`src/hw/clk_tb_defs.vh`:
```
// constants for the clock distribution, time base and watchdog block
// assumes it is included by bare name from the design file
`ifndef CLK_TB_DEFS_VH
`define CLK_TB_DEFS_VH

// combined prescaler and stabilisation counter preset, 13 bits
`define PRE_PRESET 7'h78
`define STAB_PRESET 6'h00
`define PRE_LAST 7'h7f
`define STAB_LAST 6'h3f

// system clock select encodings
`define SEL_DIV2 2'b00
`define SEL_DIV4 2'b01
`define SEL_DIV64 2'b10
`define SEL_SUB4 2'b11
`define SEL_RESET 2'b10

// prescaler tap widths (log2 of divide)
`define TAP_DIV2 4'd1
`define TAP_DIV4 4'd2
`define TAP_DIV64 4'd6
`define TAP_DIV128 4'd7

// sub clock divide-by-4 for the system clock
`define SUB_DIV_LAST 2'h3

// time base
`define TB_PRESET 14'h0078
`define TB_STARTUP_BIT 13
`define TB_LCD64_BIT 5
`define TB_LCD128_BIT 6

// watchdog rate select encodings and their tap widths
`define RATE_RESET 2'b11
`define RATE_TAP_00 4'd7
`define RATE_TAP_01 4'd12
`define RATE_TAP_10 4'd13
`define RATE_TAP_11 4'd14
`define WDOG_LAST 3'h7

`endif

```
`src/hw/clock_timebase_ctrl.v`:
```
// clock distribution, time base and watchdog of a small microcontroller
// assumes oscillator levels arrive on pins far slower than mclk_i
// assumes stop, wait and register writes come as mclk_i pulses
`timescale 1ns/1ps
`default_nettype none
`include "clk_tb_defs.vh"

module clock_timebase_ctrl (
  input wire mclk_i,
  input wire rst_b_i,
  input wire main_osc_i,
  input wire sub_osc_i,
  input wire ext_reset_b_i,
  input wire power_down_wake_input_i,
  input wire ext_interrupt_a_i,
  input wire ext_interrupt_b_i,
  input wire keyboard_wakeup_i,
  input wire rtc_irq_i,
  input wire any_irq_i,
  input wire stop_req_i,
  input wire wait_req_i,
  input wire sysclk_select_wr_i,
  input wire sysclk_select_hi_i,
  input wire sysclk_select_lo_i,
  input wire main_clk_enable_wr_i,
  input wire main_clk_enable_i,
  input wire timebase_clk_select_wr_i,
  input wire timebase_clk_select_i,
  input wire lcd_clk_select_wr_i,
  input wire lcd_clk_select_i,
  input wire rate_select_wr_i,
  input wire rate_select_hi_i,
  input wire rate_select_lo_i,
  input wire watchdog_enable_wr_i,
  input wire watchdog_enable_i,
  input wire watchdog_clear_wr_i,
  input wire watchdog_clear_data_i,
  output reg sysclk_select_hi_o,
  output reg sysclk_select_lo_o,
  output reg main_clk_enable_o,
  output reg timebase_clk_select_o,
  output reg lcd_clk_select_o,
  output reg rate_select_hi_o,
  output reg rate_select_lo_o,
  output reg watchdog_enable_o,
  output reg main_clk_ready_flag_o,
  output reg timebase_startup_flag_o,
  output reg main_osc_run_o,
  output reg periph_tick_o,
  output reg cpu_tick_o,
  output reg lcd_clock_o,
  output reg internal_reset_o,
  output reg watchdog_reset_o,
  output reg stop_mode_o,
  output reg wait_mode_o
);

  localparam ST_RUN = 2'd0;
  localparam ST_WAIT = 2'd1;
  localparam ST_STOP = 2'd2;
  localparam ST_RECOV = 2'd3;

  ////////////////////////////////////////////////////////////////////////
  // helpers

  // low lg bits of a count all ones: the tap wraps on the next edge
  function tap_hit;
    input [13:0] cnt;
    input [3:0] lg;
    reg [13:0] mask;
    begin
      mask = (14'h0001 << lg) - 14'h0001;
      tap_hit = &(cnt | ~mask);
    end
  endfunction

  ////////////////////////////////////////////////////////////////////////
  // pin synchronisers: osc a, osc b, reset, four wake pins

  reg [6:0] sy1_q;
  reg [6:0] sy2_q;
  reg [1:0] osc_prev_q;

  // two flops, then a third for oscillator edge detection
  always @(posedge mclk_i) begin
    if (!rst_b_i) begin
      sy1_q <= 7'h04;
      sy2_q <= 7'h04;
      osc_prev_q <= 2'h0;
    end else begin
      sy1_q <= {keyboard_wakeup_i, ext_interrupt_b_i, ext_interrupt_a_i,
                power_down_wake_input_i, ext_reset_b_i, sub_osc_i, main_osc_i};
      sy2_q <= sy1_q;
      osc_prev_q <= sy2_q[1:0];
    end
  end

  reg osc_run_q;
  reg [1:0] st_q;
  reg wd_to;
  wire ext_rst = ~sy2_q[2];
  wire any_rst = ext_rst | wd_to;
  wire wake = |sy2_q[6:3] | rtc_irq_i;
  wire main_edge = sy2_q[0] & ~osc_prev_q[0] & osc_run_q;
  wire sub_edge = sy2_q[1] & ~osc_prev_q[1];
  wire stop_entry = (st_q == ST_RUN) & stop_req_i & ~any_rst;

  ////////////////////////////////////////////////////////////////////////
  // control bits written by the cpu

  reg [1:0] sel_q;
  reg mce_q;
  reg tbsel_q;
  reg tbsel_done_q;
  reg lcdsel_q;
  reg [1:0] rate_q;
  reg wden_q;
  reg wden_done_q;

  // every reset source restores these values
  always @(posedge mclk_i) begin
    if (!rst_b_i || any_rst) begin
      sel_q <= `SEL_RESET;
      mce_q <= 1'b1;
      tbsel_q <= 1'b0;
      tbsel_done_q <= 1'b0;
      lcdsel_q <= 1'b0;
      rate_q <= `RATE_RESET;
      wden_q <= 1'b0;
      wden_done_q <= 1'b0;
    end else begin
      if (sysclk_select_wr_i)
        sel_q <= {sysclk_select_hi_i, sysclk_select_lo_i};
      if (main_clk_enable_wr_i)
        mce_q <= main_clk_enable_i;
      if (timebase_clk_select_wr_i && !tbsel_done_q) begin
        tbsel_q <= timebase_clk_select_i;
        tbsel_done_q <= 1'b1;
      end
      if (lcd_clk_select_wr_i)
        lcdsel_q <= lcd_clk_select_i;
      if (rate_select_wr_i)
        rate_q <= {rate_select_hi_i, rate_select_lo_i};
      if (watchdog_enable_wr_i && !wden_done_q) begin
        wden_q <= watchdog_enable_i;
        wden_done_q <= 1'b1;
      end
    end
  end

  ////////////////////////////////////////////////////////////////////////
  // prescaler, stabilisation counter and ready flag

  reg [6:0] pre_q;
  reg [5:0] stab_q;
  reg ready_q;
  wire pre_wrap = main_edge & (pre_q == `PRE_LAST);
  wire stab_ovf = pre_wrap & ~ready_q & (stab_q == `STAB_LAST);

  // counters halt with the oscillator; enable clear presets them
  always @(posedge mclk_i) begin
    if (!rst_b_i || !mce_q) begin
      pre_q <= `PRE_PRESET;
      stab_q <= `STAB_PRESET;
      ready_q <= 1'b0;
    end else begin
      if (main_edge)
        pre_q <= pre_q + 7'h01;
      if (stop_entry)
        stab_q <= `STAB_PRESET;
      else if (pre_wrap && !ready_q)
        stab_q <= stab_q + 6'h01;
      // overflow wins over a stop entry in the same cycle
      ready_q <= stab_ovf | (ready_q & ~stop_entry);
    end
  end

  ////////////////////////////////////////////////////////////////////////
  // power mode sequencer

  reg rcv_rst_q;

  // recovery waits for the ready flag; sub clock exits resume at once
  always @(posedge mclk_i) begin
    if (!rst_b_i) begin
      st_q <= ST_RECOV;
      rcv_rst_q <= 1'b1;
    end else if (any_rst) begin
      // no wait only when main osc was running and stable
      st_q <= ready_q ? ST_RUN : ST_RECOV;
      rcv_rst_q <= ~ready_q;
    end else begin
      case (st_q)
        ST_RUN: begin
          if (stop_req_i)
            st_q <= ST_STOP;
          else if (wait_req_i)
            st_q <= ST_WAIT;
        end
        ST_WAIT: begin
          if (any_irq_i)
            st_q <= ST_RUN;
        end
        ST_STOP: begin
          if (wake) begin
            rcv_rst_q <= 1'b0;
            if (sel_q == `SEL_SUB4)
              st_q <= ST_RUN;
            else
              st_q <= ST_RECOV;
          end
        end
        ST_RECOV: begin
          if (ready_q) begin
            st_q <= ST_RUN;
            rcv_rst_q <= 1'b0;
          end
        end
        default: st_q <= ST_RUN;
      endcase
    end
  end

  // main oscillator runs when enabled and not in stop
  always @(posedge mclk_i) begin
    if (!rst_b_i)
      osc_run_q <= 1'b1;
    else
      osc_run_q <= mce_q & ~(st_q == ST_STOP) & ~stop_entry;
  end

  ////////////////////////////////////////////////////////////////////////
  // system clock selection

  reg [1:0] sub_div_q;
  reg [3:0] sys_tap;
  reg sys_tick;

  // sub oscillator divide-by-4 for the system clock
  always @(posedge mclk_i) begin
    if (!rst_b_i)
      sub_div_q <= 2'h0;
    else if (sub_edge)
      sub_div_q <= sub_div_q + 2'h1;
  end

  // pick the selected system clock tick
  always @* begin
    case (sel_q)
      `SEL_DIV2: sys_tap = `TAP_DIV2;
      `SEL_DIV4: sys_tap = `TAP_DIV4;
      default: sys_tap = `TAP_DIV64;
    endcase
    if (sel_q == `SEL_SUB4)
      sys_tick = sub_edge & (sub_div_q == `SUB_DIV_LAST);
    else
      sys_tick = main_edge & tap_hit({7'h00, pre_q}, sys_tap);
  end

  wire int_rst = any_rst | (st_q == ST_RECOV & rcv_rst_q);
  wire clk_live = (st_q == ST_RUN) | (st_q == ST_WAIT);

  // stop disconnects both paths; wait stops only the cpu
  always @(posedge mclk_i) begin
    if (!rst_b_i) begin
      periph_tick_o <= 1'b0;
      cpu_tick_o <= 1'b0;
    end else begin
      periph_tick_o <= sys_tick & clk_live & ~int_rst;
      cpu_tick_o <= sys_tick & (st_q == ST_RUN) & ~int_rst;
    end
  end

  ////////////////////////////////////////////////////////////////////////
  // time base, startup flag and lcd clock

  reg [13:0] tb_q;
  reg timebase_startup_flag_q;
  wire tb_tick = tbsel_q ? (main_edge & tap_hit({7'h00, pre_q}, `TAP_DIV128))
                         : sub_edge;

  // preset at power-on only; flag sticks until power-down
  always @(posedge mclk_i) begin
    if (!rst_b_i) begin
      tb_q <= `TB_PRESET;
      timebase_startup_flag_q <= 1'b0;
    end else begin
      if (tb_tick)
        tb_q <= tb_q + 14'h0001;
      timebase_startup_flag_q <= timebase_startup_flag_q | tb_q[`TB_STARTUP_BIT];
    end
  end

  ////////////////////////////////////////////////////////////////////////
  // watchdog

  reg [3:0] rate_tap;
  reg [2:0] wd_cnt_q;

  // rate select to time base tap width
  always @* begin
    case (rate_q)
      2'b00: rate_tap = `RATE_TAP_00;
      2'b01: rate_tap = `RATE_TAP_01;
      2'b10: rate_tap = `RATE_TAP_10;
      default: rate_tap = `RATE_TAP_11;
    endcase
  end

  wire wd_tick = tb_tick & tap_hit(tb_q, rate_tap);
  wire wd_clr = watchdog_clear_wr_i & ~watchdog_clear_data_i;

  // timeout on the eighth rate tick; timeout beats a clear
  always @* begin
    wd_to = wden_q & wd_tick & (wd_cnt_q == `WDOG_LAST);
  end

  // divider counts rate ticks while enabled
  always @(posedge mclk_i) begin
    if (!rst_b_i || !wden_q || wd_to)
      wd_cnt_q <= 3'h0;
    else if (wd_clr)
      wd_cnt_q <= 3'h0;
    else if (wd_tick)
      wd_cnt_q <= wd_cnt_q + 3'h1;
  end

  ////////////////////////////////////////////////////////////////////////
  // registered outputs

  always @(posedge mclk_i) begin
    if (!rst_b_i) begin
      sysclk_select_hi_o <= 1'b1;
      sysclk_select_lo_o <= 1'b0;
      main_clk_enable_o <= 1'b1;
      timebase_clk_select_o <= 1'b0;
      lcd_clk_select_o <= 1'b0;
      rate_select_hi_o <= 1'b1;
      rate_select_lo_o <= 1'b1;
      watchdog_enable_o <= 1'b0;
      main_clk_ready_flag_o <= 1'b0;
      timebase_startup_flag_o <= 1'b0;
      main_osc_run_o <= 1'b1;
      lcd_clock_o <= 1'b0;
      internal_reset_o <= 1'b1;
      watchdog_reset_o <= 1'b0;
      stop_mode_o <= 1'b0;
      wait_mode_o <= 1'b0;
    end else begin
      sysclk_select_hi_o <= sel_q[1];
      sysclk_select_lo_o <= sel_q[0];
      main_clk_enable_o <= mce_q;
      timebase_clk_select_o <= tbsel_q;
      lcd_clk_select_o <= lcdsel_q;
      rate_select_hi_o <= rate_q[1];
      rate_select_lo_o <= rate_q[0];
      watchdog_enable_o <= wden_q;
      main_clk_ready_flag_o <= ready_q;
      timebase_startup_flag_o <= timebase_startup_flag_q;
      main_osc_run_o <= osc_run_q;
      lcd_clock_o <= lcdsel_q ? tb_q[`TB_LCD128_BIT] : tb_q[`TB_LCD64_BIT];
      internal_reset_o <= int_rst;
      watchdog_reset_o <= wd_to;
      stop_mode_o <= st_q == ST_STOP;
      wait_mode_o <= st_q == ST_WAIT;
    end
  end

endmodule

`default_nettype wire

```
`config.mk`:
```
export PLATFORM = sky130hd
export DESIGN_NAME = clock_timebase_ctrl
export DESIGN_NICKNAME = d
export VERILOG_FILES = /design/src/hw/clock_timebase_ctrl.v
export VERILOG_INCLUDE_DIRS = /design/src /design/src/hw
export SDC_FILE = /design/constraint.sdc
export NUM_CORES = 1
export LEC_CHECK = 0
export ABC_AREA = 0
export BUFFER_PORTS_ARGS = -buffer_cell sky130_fd_sc_hd__buf_2
export CAP_MARGIN = 20
export CORE_MARGIN = 8
export CORE_UTILIZATION = 50
export CTS_CLUSTER_DIAMETER = 100
export CTS_CLUSTER_SIZE = 28
export DETAILED_ROUTE_END_ITERATION = 6
export HOLD_SLACK_MARGIN = 0.08
export PLACE_DENSITY_LB_ADDON = 0.3
export SYNTH_ARGS = -nofsm -noshare
export SYNTH_HDL_FRONTEND = slang
export SYNTH_SLANG_ARGS = --single-unit
```
`constraint.sdc`:
```
create_clock -name mclk_i -period 2.29 [get_ports mclk_i]
set_input_delay 0.229 -clock mclk_i [delete_from_list [all_inputs] [get_ports mclk_i]]
set_output_delay 0.229 -clock mclk_i [all_outputs]
set_load 0.03 [all_outputs]
```
==> out/results.ini <==
[yosys]
synth_most_common_cell=dfxtp_1
synth_area_leaders=dfxtp_1, and2_1, nor2_1
syn_inst=325
synth_cell_types=56
yosys_register_bits=82
synth-edff-count=0
ys_warn_count=0
synth_top_area_cell=dfxtp_1
netlist_area_um2=3240
ys.flop_type=dfxtp_1
yosysSeqAreaShare_pct=50.7
syn_area_per_cell_um2=9.96
yosys-top-cells-count=dfxtp_1, nor2_1, nand2_1
synth_nets=361
synth_top_area_share_pct=50.7
async_flop_share_pct=0

[cells_and_area]
diodes=0
syn2layout_area_growth_pct=19.6
nFillCells=549
fin_area_um2=3870
fin_cells=468
drive_gt1_share_pct=20.2
layout.nets=422

[timing]
fin_crit_sh_pct=90.6
period_needed_ns=2.07
slew-limit-headroom_pct=62.9
finalHoldViolCount=0
finalClockSkew_ns=0.00890
worst_pin_slew_ns=0.555
setup_viol=0
fmax_ghz=0.482
drv_slew=0
fin_ws_ns=0.216
grt_setup_unrepaired=no
finalSetupTns_ns=0

[grt]
antenna_found_initial=0
grt_first_pass_wirelength_mm=10.7
track_usage_pct=15.0
grt_max_degree=21
overflow=0
grt_pass1_vias=2229

[power]
p_leak_nw=1.64
peakVddDrop_v=0.000397
pwr_density_cell_nw_per_um2=722

[die]
die_w_um=96.5
design.core.area_um2=6310
start_util_pct=51.3
die-area_um2=9310
io_pins=47
die_h_um=96.5
num_rows=29

[cts]
cts_buffer_depth=2
cts_resized=0
cts_tree=yes
numCtsBuffers=9
clk-insertion-delay-late_ns=0.35
cts_root_buffer=clkbuf_8
ctsHoldBuffers=10
cts_setup_buffers=0
cts_num_sinks=82
cts_max_level=3
clkSlewWorstSetupHoldPaths_ns=0.08

[job]
drv_cap=0

[detailed_routing]
drt_iter0_markers=76
ant_nets=0
vias_per_cell=5.21
via_count=2436
wl_per_cell_um=14.0
detail_route.first_pass.iterations=4
drc=0
wirelength_mm=6.56

[worst_setup_path]
critPathKind=flop to flop
critPathArrivalTime_ns=2.30
reg2reg_slack_ns=0.22
worstPathRequired_ns=2.52
cp_max_fo=9
critPathLaunchType=flop
end_kind=flop

[worst_hold_path]
hp-class=input pin to flop

[place]
place_inst=442
hpwl_mm=4.61
port_buffers=46
gp_congestion=0.783
place_area_um2=3550
dpl_worst_slack_ns=0.209

[outcome]
status=complete, no violations

routing by layer:
layer / GRT usage (%) / wire length (µm) / up-vias
met5: 0 / 0 / -
met2: 22.1 / 2900 / 55
met3: 4.10 / 427 / 10
li1: - / - / 1259
met1: 20.1 / 3100 / 1112
met4: 6.43 / 136 / 0
worst max-delay path, stage by stage (launching register included):
cell and delay, ns:
dfxtp_1 0.40, ha_1 0.23, nand2_2 0.11, o41ai_4 0.38, and2_1 0.36, a211o_1 0.36
nor3_1 0.10
placed cells by master, fill, tap and decap left out, types with 2 or more instances in the layout:
cell type      Yosys  layout
o21ai_0            8       8
nor2b_1            4       4
nor3b_1            3       3
nand3_1           11      11
clkbuf_8           0      10
buf_2              0      46
nor3_1             8       8
o211ai_1           3       3
dfxtp_1           82      82
inv_1              6       6
dlygate4sd3_1      0      10
and2_1            22      22
nor4_1             2       2
nand2_1           25      25
nand4_1           12      12
o2111ai_1          2       2
nand2b_1           6       6
xor2_1            14      14
bufinv_16          0       2
a21oi_1            5       5
nor2_1            34      34
buf_4              2       7
clkinv_2           0       2
nor4b_1            2       2
and3_1             3       3
ha_1               7       7
xnor2_1           10      10
mux2i_1           12      12
sequential cells by signal, indices dropped and copies added, names as in the netlist, 3 cells and up:
signal    flops
stab_q        6
sy1_q         7
pre_q         7
tb_q         14
wd_cnt_q      3
sy2_q         7
kinds of logic after synthesis:
logic type	synth area share, %
AO/OA/AOI/OAI	9.93
XOR/XNOR	6.49
adder cells (fa/ha/maj)	2.70
buffers and inverters	2.78
flip-flops	50.7
multiplexers	3.71
AND/OR/NAND/NOR	23.7
power breakdown:
| part | internal (mW) | leakage, nW | switching, mW |
|---|---|---|---|
| clock | 0.641 | 0.109 | 0.506 |
| sequential | 1.46 | 0.668 | 0.0228 |
| combinational | 0.0779 | 0.861 | 0.0870 |
final cells by class:
cell class / instances / area, µm² / share of cell area (%)
sequential: 82 / 1640 / 42.4
multi-input combinational: 223 / 1510 / 38.9
timing repair buffer: 63 / 383 / 9.89
clock buffer: 11 / 141 / 3.65
tap: 77 / 96.3 / 2.49
clock inverter: 5 / 77.6 / 2.00
inverter: 7 / 26.3 / 0.679
final timing paths:
check                                 startpoint            end  cells past startpoint
worst max-delay path                    pre_q[0]  periph_tick_o                      6
worst min-delay path            rate_select_lo_i      rate_q[0]                      3
worst max register to register          pre_q[0]  periph_tick_o                      6
worst min register to register          sy1_q[0]       sy2_q[0]                      1
stage by stage:
stage                     hold slack, ns  util, %  total power, mW
final                              0.103     61.3             2.79
after global routing               0.111     61.3             2.90
after CTS                         0.0852     61.3             2.83
after detailed placement           0.407     56.3             1.67
after global placement             0.410     56.3             1.67
after floorplan                    0.330        -             1.61
(Power assumes the default switching activity.)
